===== src/hdl/host_port_params.svh =====
// Offsets, reset values, field positions and timing figures of the host port.
// Included by the host port and the bench; definitions only.
`ifndef HOST_PORT_PARAMS_SVH
`define HOST_PORT_PARAMS_SVH

// ------------------------------------------------------------
// Register offsets (9-bit host address)
// ------------------------------------------------------------
`define OFS_SCRATCH 9'h000
`define OFS_GPIO_DIR 9'h001
`define OFS_GPIO_OUT 9'h002
`define OFS_GPIO_IN 9'h003
`define OFS_INT_PEND 9'h004
`define OFS_INT_MASK 9'h005
`define OFS_PM_CTRL 9'h006
`define OFS_DEV_ID 9'h007

// ------------------------------------------------------------
// Reset values
// ------------------------------------------------------------
`define RST_SCRATCH 8'h00
`define RST_GPIO_DIR 8'h00
`define RST_GPIO_OUT 8'h00
`define RST_INT_MASK 8'h00
`define RST_PM_CTRL 8'h00
// Arbitrary value, not tied to any part
`define DEV_ID_VALUE 8'h5A

// ------------------------------------------------------------
// Field positions
// ------------------------------------------------------------
`define PM_CTRL_OUT_EN 0
`define PM_CTRL_IN_SEL 1
`define INT_TICK_BIT 7

// ------------------------------------------------------------
// Timing
// ------------------------------------------------------------
`define REF_CLK_PERIOD_NS 4
`define PM_TICK_PERIOD_US 1000

`endif


===== src/hdl/host_port_pkg.sv =====
// Types shared by the host port: synchronised pin bundle, access states, state.
// Assumes host_port_params.svh is on the include path.
`default_nettype none
package host_port_pkg;

	// ------------------------------------------------------------
	// Pin bundle sampled from the host side
	// ------------------------------------------------------------
	typedef struct packed {
		logic [7:0] data;
		logic [8:0] addr;
		logic ale;
		logic chip_select_n;
		logic write_strobe_n;
		logic read_strobe_n;
		logic oe;
		logic tick;
		logic [7:0] gpio;
	} pin_t;

	typedef enum logic [1:0] {
		ACC_IDLE = 2'b00,
		ACC_WRITE = 2'b01,
		ACC_READ = 2'b10
	} acc_t;

	typedef struct packed {
		pin_t s1;
		pin_t s2;
		pin_t s3;
		pin_t filt;
		acc_t acc;
		logic [8:0] addr_lat;
		logic [7:0] scratch;
		logic [7:0] gpio_dir;
		logic [7:0] gpio_out;
		logic [7:0] int_pend;
		logic [7:0] int_mask;
		logic [7:0] pm_ctrl;
		logic [31:0] tick_cnt;
		logic [7:0] data_out;
		logic data_oe;
		logic int_oe;
		logic tick_out;
		logic tick_oe;
		logic [7:0] gpio_o;
		logic [7:0] gpio_oe;
		logic perf_latch;
	} state_t;

endpackage

`default_nettype wire


===== src/hdl/host_port.sv =====
// Asynchronous 8-bit host register port with interrupt, tick and GPIO pins.
// Assumes every host pin is asynchronous to i_ref_clk; i_int_event is on-clock.
`timescale 1ns/1ps
`default_nettype none
`include "host_port_params.svh"

module host_port
	import host_port_pkg::*;
#(
	parameter int unsigned TICK_CYCLES = (`PM_TICK_PERIOD_US * 1000) / `REF_CLK_PERIOD_NS
) (
	input wire logic i_ref_clk,
	input wire logic i_resetn,
	input wire logic [7:0] i_data,
	output logic [7:0] o_data,
	output logic o_data_oe,
	input wire logic [8:0] i_addr,
	input wire logic i_ale,
	input wire logic i_chip_select_n,
	input wire logic i_write_strobe_n,
	input wire logic i_read_strobe_n,
	input wire logic i_oe,
	output logic o_interrupt_out_n,
	output logic o_interrupt_out_n_oe,
	input wire logic [6:0] i_int_event,
	input wire logic i_perf_monitor_tick,
	output logic o_perf_monitor_tick,
	output logic o_perf_monitor_tick_oe,
	output logic o_perf_latch,
	input wire logic [7:0] i_gpio,
	output logic [7:0] o_gpio,
	output logic [7:0] o_gpio_oe
);

	// ------------------------------------------------------------
	// Helpers
	// ------------------------------------------------------------
	// nine-bit offset decode
	function automatic logic [7:0] read_reg(input state_t s, input logic [8:0] a);
		logic [7:0] v;
		v = 8'h00;
		unique case (a)
			`OFS_SCRATCH: v = s.scratch;
			`OFS_GPIO_DIR: v = s.gpio_dir;
			`OFS_GPIO_OUT: v = s.gpio_out;
			`OFS_GPIO_IN: v = s.filt.gpio;
			`OFS_INT_PEND: v = s.int_pend;
			`OFS_INT_MASK: v = s.int_mask;
			`OFS_PM_CTRL: v = s.pm_ctrl;
			`OFS_DEV_ID: v = `DEV_ID_VALUE;
			default: v = 8'h00;
		endcase
		return v;
	endfunction

	// Agreeing stages take effect, a disagreement keeps the last value
	function automatic pin_t filter(input pin_t a, input pin_t b, input pin_t prev);
		return (a & b) | (prev & (a ^ b));
	endfunction

	localparam logic [31:0] TICK_LAST = 32'(TICK_CYCLES - 1);

	state_t q;
	state_t d;
	pin_t pins;
	logic wr_act;
	logic rd_act;
	logic wr_fire;
	logic tick_fire;
	logic tick_rise;
	logic out_en;
	logic in_sel;

	assign pins = '{data: i_data, addr: i_addr, ale: i_ale, chip_select_n: i_chip_select_n,
		write_strobe_n: i_write_strobe_n, read_strobe_n: i_read_strobe_n, oe: i_oe,
		tick: i_perf_monitor_tick, gpio: i_gpio};

	assign wr_act = !q.filt.chip_select_n && !q.filt.write_strobe_n;
	assign rd_act = !q.filt.chip_select_n && !q.filt.read_strobe_n;
	assign wr_fire = wr_act && (q.acc == ACC_IDLE);
	assign out_en = q.pm_ctrl[`PM_CTRL_OUT_EN];
	assign in_sel = q.pm_ctrl[`PM_CTRL_IN_SEL];
	assign tick_fire = (q.tick_cnt == TICK_LAST);
	assign tick_rise = !q.filt.tick && q.s2.tick && q.s3.tick;

	// ------------------------------------------------------------
	// Next state
	// ------------------------------------------------------------
	always_comb begin
		logic [7:0] clr;
		logic [7:0] set;
		logic ext_latch;
		clr = 8'h00;
		set = 8'h00;
		ext_latch = 1'b0;
		d = q;
		d.s1 = pins;
		d.s2 = q.s1;
		d.s3 = q.s2;
		d.filt = filter(q.s2, q.s3, q.filt);

		// transparent while high, holds while low
		if (q.filt.ale) begin
			d.addr_lat = q.filt.addr;
		end

		unique case (q.acc)
			ACC_IDLE: begin
				if (wr_act) begin
					d.acc = ACC_WRITE;
				end else if (rd_act) begin
					d.acc = ACC_READ;
				end
			end
			ACC_WRITE: begin
				if (!wr_act) begin
					d.acc = ACC_IDLE;
				end
			end
			ACC_READ: begin
				if (!rd_act) begin
					d.acc = ACC_IDLE;
				end
			end
			default: begin
				d.acc = ACC_IDLE;
			end
		endcase

		if (wr_fire) begin
			unique case (q.addr_lat)
				`OFS_SCRATCH: d.scratch = q.filt.data;
				`OFS_GPIO_DIR: d.gpio_dir = q.filt.data;
				`OFS_GPIO_OUT: d.gpio_out = q.filt.data;
				`OFS_INT_PEND: clr = q.filt.data;
				`OFS_INT_MASK: d.int_mask = q.filt.data;
				`OFS_PM_CTRL: d.pm_ctrl = q.filt.data;
				default: clr = 8'h00;
			endcase
		end

		// Tick timer free-runs so the period stays fixed across mode changes
		d.tick_cnt = tick_fire ? 32'h0000_0000 : q.tick_cnt + 32'h0000_0001;
		ext_latch = in_sel && !out_en && tick_rise;
		d.perf_latch = (out_en && tick_fire) || ext_latch;
		set = {d.perf_latch, i_int_event};
		// Set wins over a same-cycle clear
		d.int_pend = (q.int_pend & ~clr) | set;

		d.data_out = read_reg(q, q.addr_lat);
		d.data_oe = rd_act && q.filt.oe;
		d.int_oe = ((q.int_pend & q.int_mask) != 8'h00) && q.filt.oe;
		d.tick_out = out_en && tick_fire;
		d.tick_oe = out_en && q.filt.oe;
		d.gpio_o = q.gpio_out;
		d.gpio_oe = q.gpio_dir & {8{q.filt.oe}};
	end

	always_ff @(posedge i_ref_clk or negedge i_resetn) begin
		if (!i_resetn) begin
			q <= '0;
			q.filt.chip_select_n <= 1'b1;
			q.filt.write_strobe_n <= 1'b1;
			q.filt.read_strobe_n <= 1'b1;
			// Idle strobes in every stage, else agreeing zeros fake an access
			q.s1.chip_select_n <= 1'b1;
			q.s1.write_strobe_n <= 1'b1;
			q.s1.read_strobe_n <= 1'b1;
			q.s2.chip_select_n <= 1'b1;
			q.s2.write_strobe_n <= 1'b1;
			q.s2.read_strobe_n <= 1'b1;
			q.s3.chip_select_n <= 1'b1;
			q.s3.write_strobe_n <= 1'b1;
			q.s3.read_strobe_n <= 1'b1;
			q.scratch <= `RST_SCRATCH;
			q.gpio_dir <= `RST_GPIO_DIR;
			q.gpio_out <= `RST_GPIO_OUT;
			q.int_mask <= `RST_INT_MASK;
			q.pm_ctrl <= `RST_PM_CTRL;
		end else begin
			q <= d;
		end
	end

	// ------------------------------------------------------------
	// Outputs
	// ------------------------------------------------------------
	assign o_data = q.data_out;
	assign o_data_oe = q.data_oe;
	assign o_interrupt_out_n = 1'b0;
	assign o_interrupt_out_n_oe = q.int_oe;
	assign o_perf_monitor_tick = q.tick_out;
	assign o_perf_monitor_tick_oe = q.tick_oe;
	assign o_perf_latch = q.perf_latch;
	assign o_gpio = q.gpio_o;
	assign o_gpio_oe = q.gpio_oe;
endmodule

`default_nettype wire


===== config.mk =====
export PLATFORM = sky130hd
export DESIGN_NAME = host_port
export DESIGN_NICKNAME = d
export VERILOG_FILES = /design/src/hdl/host_port_pkg.sv /design/src/hdl/host_port.sv
export VERILOG_INCLUDE_DIRS = /design/src /design/src/hdl
export SDC_FILE = /design/constraint.sdc
export NUM_CORES = 1
export LEC_CHECK = 0
export BUFFER_PORTS_ARGS = -buffer_cell sky130_fd_sc_hd__buf_2
export CORE_MARGIN = 5
export CORE_UTILIZATION = 40
export DETAILED_ROUTE_END_ITERATION = 6
export PLACE_DENSITY = 0.54
export SYNTH_ARGS = -nofsm -noshare
export SYNTH_HDL_FRONTEND = slang
export SYNTH_SLANG_ARGS = --single-unit

===== constraint.sdc =====
create_clock -name i_ref_clk -period 2.4 [get_ports i_ref_clk]
set_clock_uncertainty 0.1 [all_clocks]
set_input_delay 0.36 -clock i_ref_clk [delete_from_list [all_inputs] [get_ports i_ref_clk]]
set_output_delay 0.36 -clock i_ref_clk [all_outputs]
set_load 0.05 [all_outputs]

Yosys cells after proc, flatten, opt, wreduce, memory -nomap -nowiden:

Cells that the tools add are included.

* reduce and logical (&&, ||, !) cells: 26
* eq/ne operators: 13
* muxes and demuxes: 9
* $add $sub $neg: 1
* bitwise logic cells: 9

Operators by type and width (number)
* one-hot mux 8 bit (8 select lines): 1
* AND 31 bit: 2
* == test 9 x 3 -> 1 bit (second input constant): 4
* adder 32 x 1 -> 32 bit (second input constant): 1
* == test 32 x 18 -> 1 bit (second input constant): 1
* two-way mux 32 bit: 1
* OR 31 bit: 1
* XOR 31 bit: 1
* AND 8 bit: 3
* == test 9 x 2 -> 1 bit (second input constant): 2
* two-way mux 8 bit: 2
* logical AND 1 bit: 11
* AND reduction 2 bit: 5
* == test 9 x 1 -> 1 bit (second input constant): 1
* logical NOT 9 bit: 1
* two-way mux 2 bit: 4
* NOT 8 bit: 1
* OR 8 bit: 1
* nonzero test 8 bit: 1
* one-hot mux 2 bit (3 select lines): 1
* logical NOT 1 bit: 5
* != test 2 bit (second input constant): 2
* != test 3 bit (second input constant): 1
* AND reduction 3 bit: 1
* 4 further kinds: 4

* logic and storage cells: 111
* input port bits: 40
* output and inout port bits: 30
* flip-flop bits (word level): 244

Logic depth before layout (Yosys ltp):

* depth after elaboration: 7
* gate-level depth with buffers: 6
* gate-level depth less buffers: 5

Least setup slack after synthesis:

Ideal clock, no wire load.

* path kind: register to register
* start: reg q[114] (netlist bit)
* end: reg q[77] (netlist bit)
* library setup time: 0.118 ns
* clock period less this slack: 1.880 ns
* stages on the path, launching flop included: 6
* required time: 2.182 ns
* setup slack: 0.520 ns
* arrival: 1.662 ns
* cell sequence: dfrtp_1 -> or4_4 -> buf_6 -> nor4_4 -> nand2_1 -> a21o_1

RTL lines
* start, declared: RTL line host_port.sv:63 `state_t q;`

==> flow_summary.ini <==
[run_status]
status = finished clean

[critical_path]
cp-end-kind = flop
cp-start-kind = flop
critPathKind = flop to flop
critPathSlowestCell = or4_4
ff2ff_path_depth = 4
path_cells = or4_4 -> nor4_4 -> nand2_1 -> a21o_1
cp.arrival_ns = 2.38
critPathMaxFanout = 7
max_stage_delay_ns = 0.62
cp.required_ns = 2.71

[yosys]
synth.largest_area_cell = dfrtp_1
synth_cell_types = 53
syn_area_um2 = 9210
ys_warn_count = 0
async_reset_ff_share_pct = 100
syn_inst = 649
synth_seq_cells = 244
avgSynthCellArea_um2 = 14.2
synth_nets = 721
synth-edff-count = 0
synthFlopType = dfrtp_1
synthTopCellsByArea = dfrtp_1, mux2_2, ha_1
synth_top_area_share_pct = 63.0
ys_seq_area_share_pct = 66.5

[global_route]
grt_pass1_vias = 5686
grt_max_degree = 66
grt-ovfl-total = 0
grt_util_all_layers_pct = 14.0
grt_pass1_wl_um = 29900
antenna_found_initial = 0

[floorplanning]
io_pins = 70
die_x_um = 162
fp.dieH_um = 162
rows = 55
core_um2 = 22600
start_util_pct = 40.7
dieArea_um2 = 26200

[route]
ant_nets = 0
vias = 5346
drt_iter0_drc = 301
via_per_inst = 5.00
wire_per_inst_um = 16.9
wl_um = 18000
drc = 0
dr.pass1.iters = 4

[timing]
min_period_ns = 2.07
worst_pin_slew_ns = 0.632
slew-limit-headroom_pct = 57.5
setup-tns-final_ns = 0
rsz0062_at_grt = no
setup_viol = 0
drv_slew = 0
hold_viol = 0
hold-worst-slack_ns = 0.245
fmax_ghz = 0.483
fin_crit_sh_pct = 86.3

[clock_tree]
root_buffer = clkbuf_16
clock_sinks = 244
cts_tree = built
cts_resized = 0
clk_latency_ns = 0.51
numCtsBuffers = 27
cts_buffer_depth = 3
path_clk_slew_ns = 0.06
h-tree-depth = 1

[cells_and_area]
final_cell_count_no_fill = 1069
final_layout_size_suffix_gt1_share_pct = 26.7
synthToLayoutAreaGrowth_pct = 20.6
mostFrequentLayoutCell = dfrtp_1
antenna_cells = 0
layout_common_cells = dfrtp_1, buf_2, mux2_2, a21o_1, dlygate4sd3_1
nets = 837
final_util_pct = 49.1
fillers = 1917

[power_and_ir_drop]
p_leak_nw = 5.28
ir_drop_v = 0.000429
powerDensity_nw_per_um2 = 883

[placed_design]
dp_cells = 982
routabilityCongestion = 0.826
dp_hpwl_um = 12200
io_buffers = 68

[hold_path]
hold_class = flop to flop
hold_depth = 0

[job]
maxCapViolCount = 0
==> synthesized netlist by cell type (4+ instances only) <==
cell type / count
and3_1: 4
xor2_1: 6
inv_1: 8
nor4_1: 16
nor3_1: 10
dfrtp_1: 232
xnor2_1: 22
a22oi_1: 10
mux2i_1: 4
nand3_1: 19
mux2_2: 56
nand2_2: 5
a21o_1: 41
o21ai_0: 4
clkbuf_1: 8
a21oi_1: 4
nor2_1: 28
nand4_1: 12
ha_1: 32
and2_1: 15
dfstp_2: 12
nor2b_1: 4
buf_4: 26
nand2_1: 25
==> final timing paths <==
path,from,slack [ns],to
worst min-delay path,d[196]$_DFF_PN0_,0.24,d[165]$_DFF_PN0_
worst min register to register,d[196]$_DFF_PN0_,0.24,d[165]$_DFF_PN0_
max in group asynchronous,i_resetn,1.16,q[131]$_DFF_PN1_
worst max register to register,q[114]$_DFFE_PN0P_,0.33,q[82]$_DFF_PN0_
min in group asynchronous,i_resetn,0.29,d[195]$_DFF_PN0_
worst max-delay path,q[114]$_DFFE_PN0P_,0.33,q[82]$_DFF_PN0_
==> registers in the layout (all words and copies together) (netlist names) <==
| signal | cells |
|---|---|
| in_sel | 1 |
| o_perf_latch | 1 |
| o_data | 8 |
| o_data_oe | 1 |
| o_gpio_oe | 8 |
| o_gpio | 8 |
| o_interrupt_out_n_oe | 1 |
| q | 143 |
| d | 70 |
| o_perf_monitor_tick | 1 |
| o_perf_monitor_tick_oe | 1 |
| out_en | 1 |
==> power breakdown <==
group	internal (mW)	switching, mW	total, mW
combinational	0.473	0.573	1.05
clock	2.48	1.58	4.06
sequential	4.45	0.255	4.71
==> worst max-delay path, delay by kind of cell (launching register included) <==
| family | cells | cell delay, ns |
|---|---|---|
| and+or+nand+nor | 3 | 1.27 |
| AOI/OAI and AO/OA | 1 | 0.19 |
| DFF | 1 | 0.39 |
==> per-layer routing <==
layer / part of all wire (%) / GRT usage, %
met1: 47 / 19.8
met2: 46 / 22.0
met3: 4.5 / 2.51
met4: 2.8 / 4.77
met5: 0 / 0
==> area by class of cell <==
cell class                      instances  area (um2)  area share [%]
Sequential cell                       244        6120            55.1
Inverter                                8        30.0           0.270
Clock buffer                           36         739            6.66
Timing Repair Buffer                  125         913            8.22
Clock inverter                         12         143            1.28
Tap cell                              285         357            3.21
Multi-Input combinational cell        359        2810            25.3
==> logic make-up (layout without fill, tap and decap cells) <==
kind of cell	Yosys count	count (layout)	share of synthesized area, %
compound gates	80	80	6.40
xor+xnor	28	28	2.66
fa+ha+maj	32	32	4.35
buf+inv	46	181	3.06
flops	244	244	66.5
mux	63	63	7.89
other cells	1	1	0.0407
simple gates	155	155	9.14
==> stage by stage <==
| stage | power [mW] | instance area (um2) | setup slack, ns |
|---|---|---|---|
| 2_1_floorplan | 5.42 | 9210 | 0.520 |
| 3_3_place_gp | 5.76 | 9840 | 0.348 |
| 3_5_place_dp | 5.80 | 9840 | 0.323 |
| 4_1_cts | 9.98 | 11100 | 0.302 |
| 5_1_grt | 10.3 | 11100 | 0.205 |
| 6_report | 9.81 | 11100 | 0.330 |
==> what timing repair did <==
item / in CTS / in global routing
hold endpoints to repair: 99 / 0
hold buffers: 39 / 0
setup buffers: 0 / 0
(Power assumes the default switching activity.)
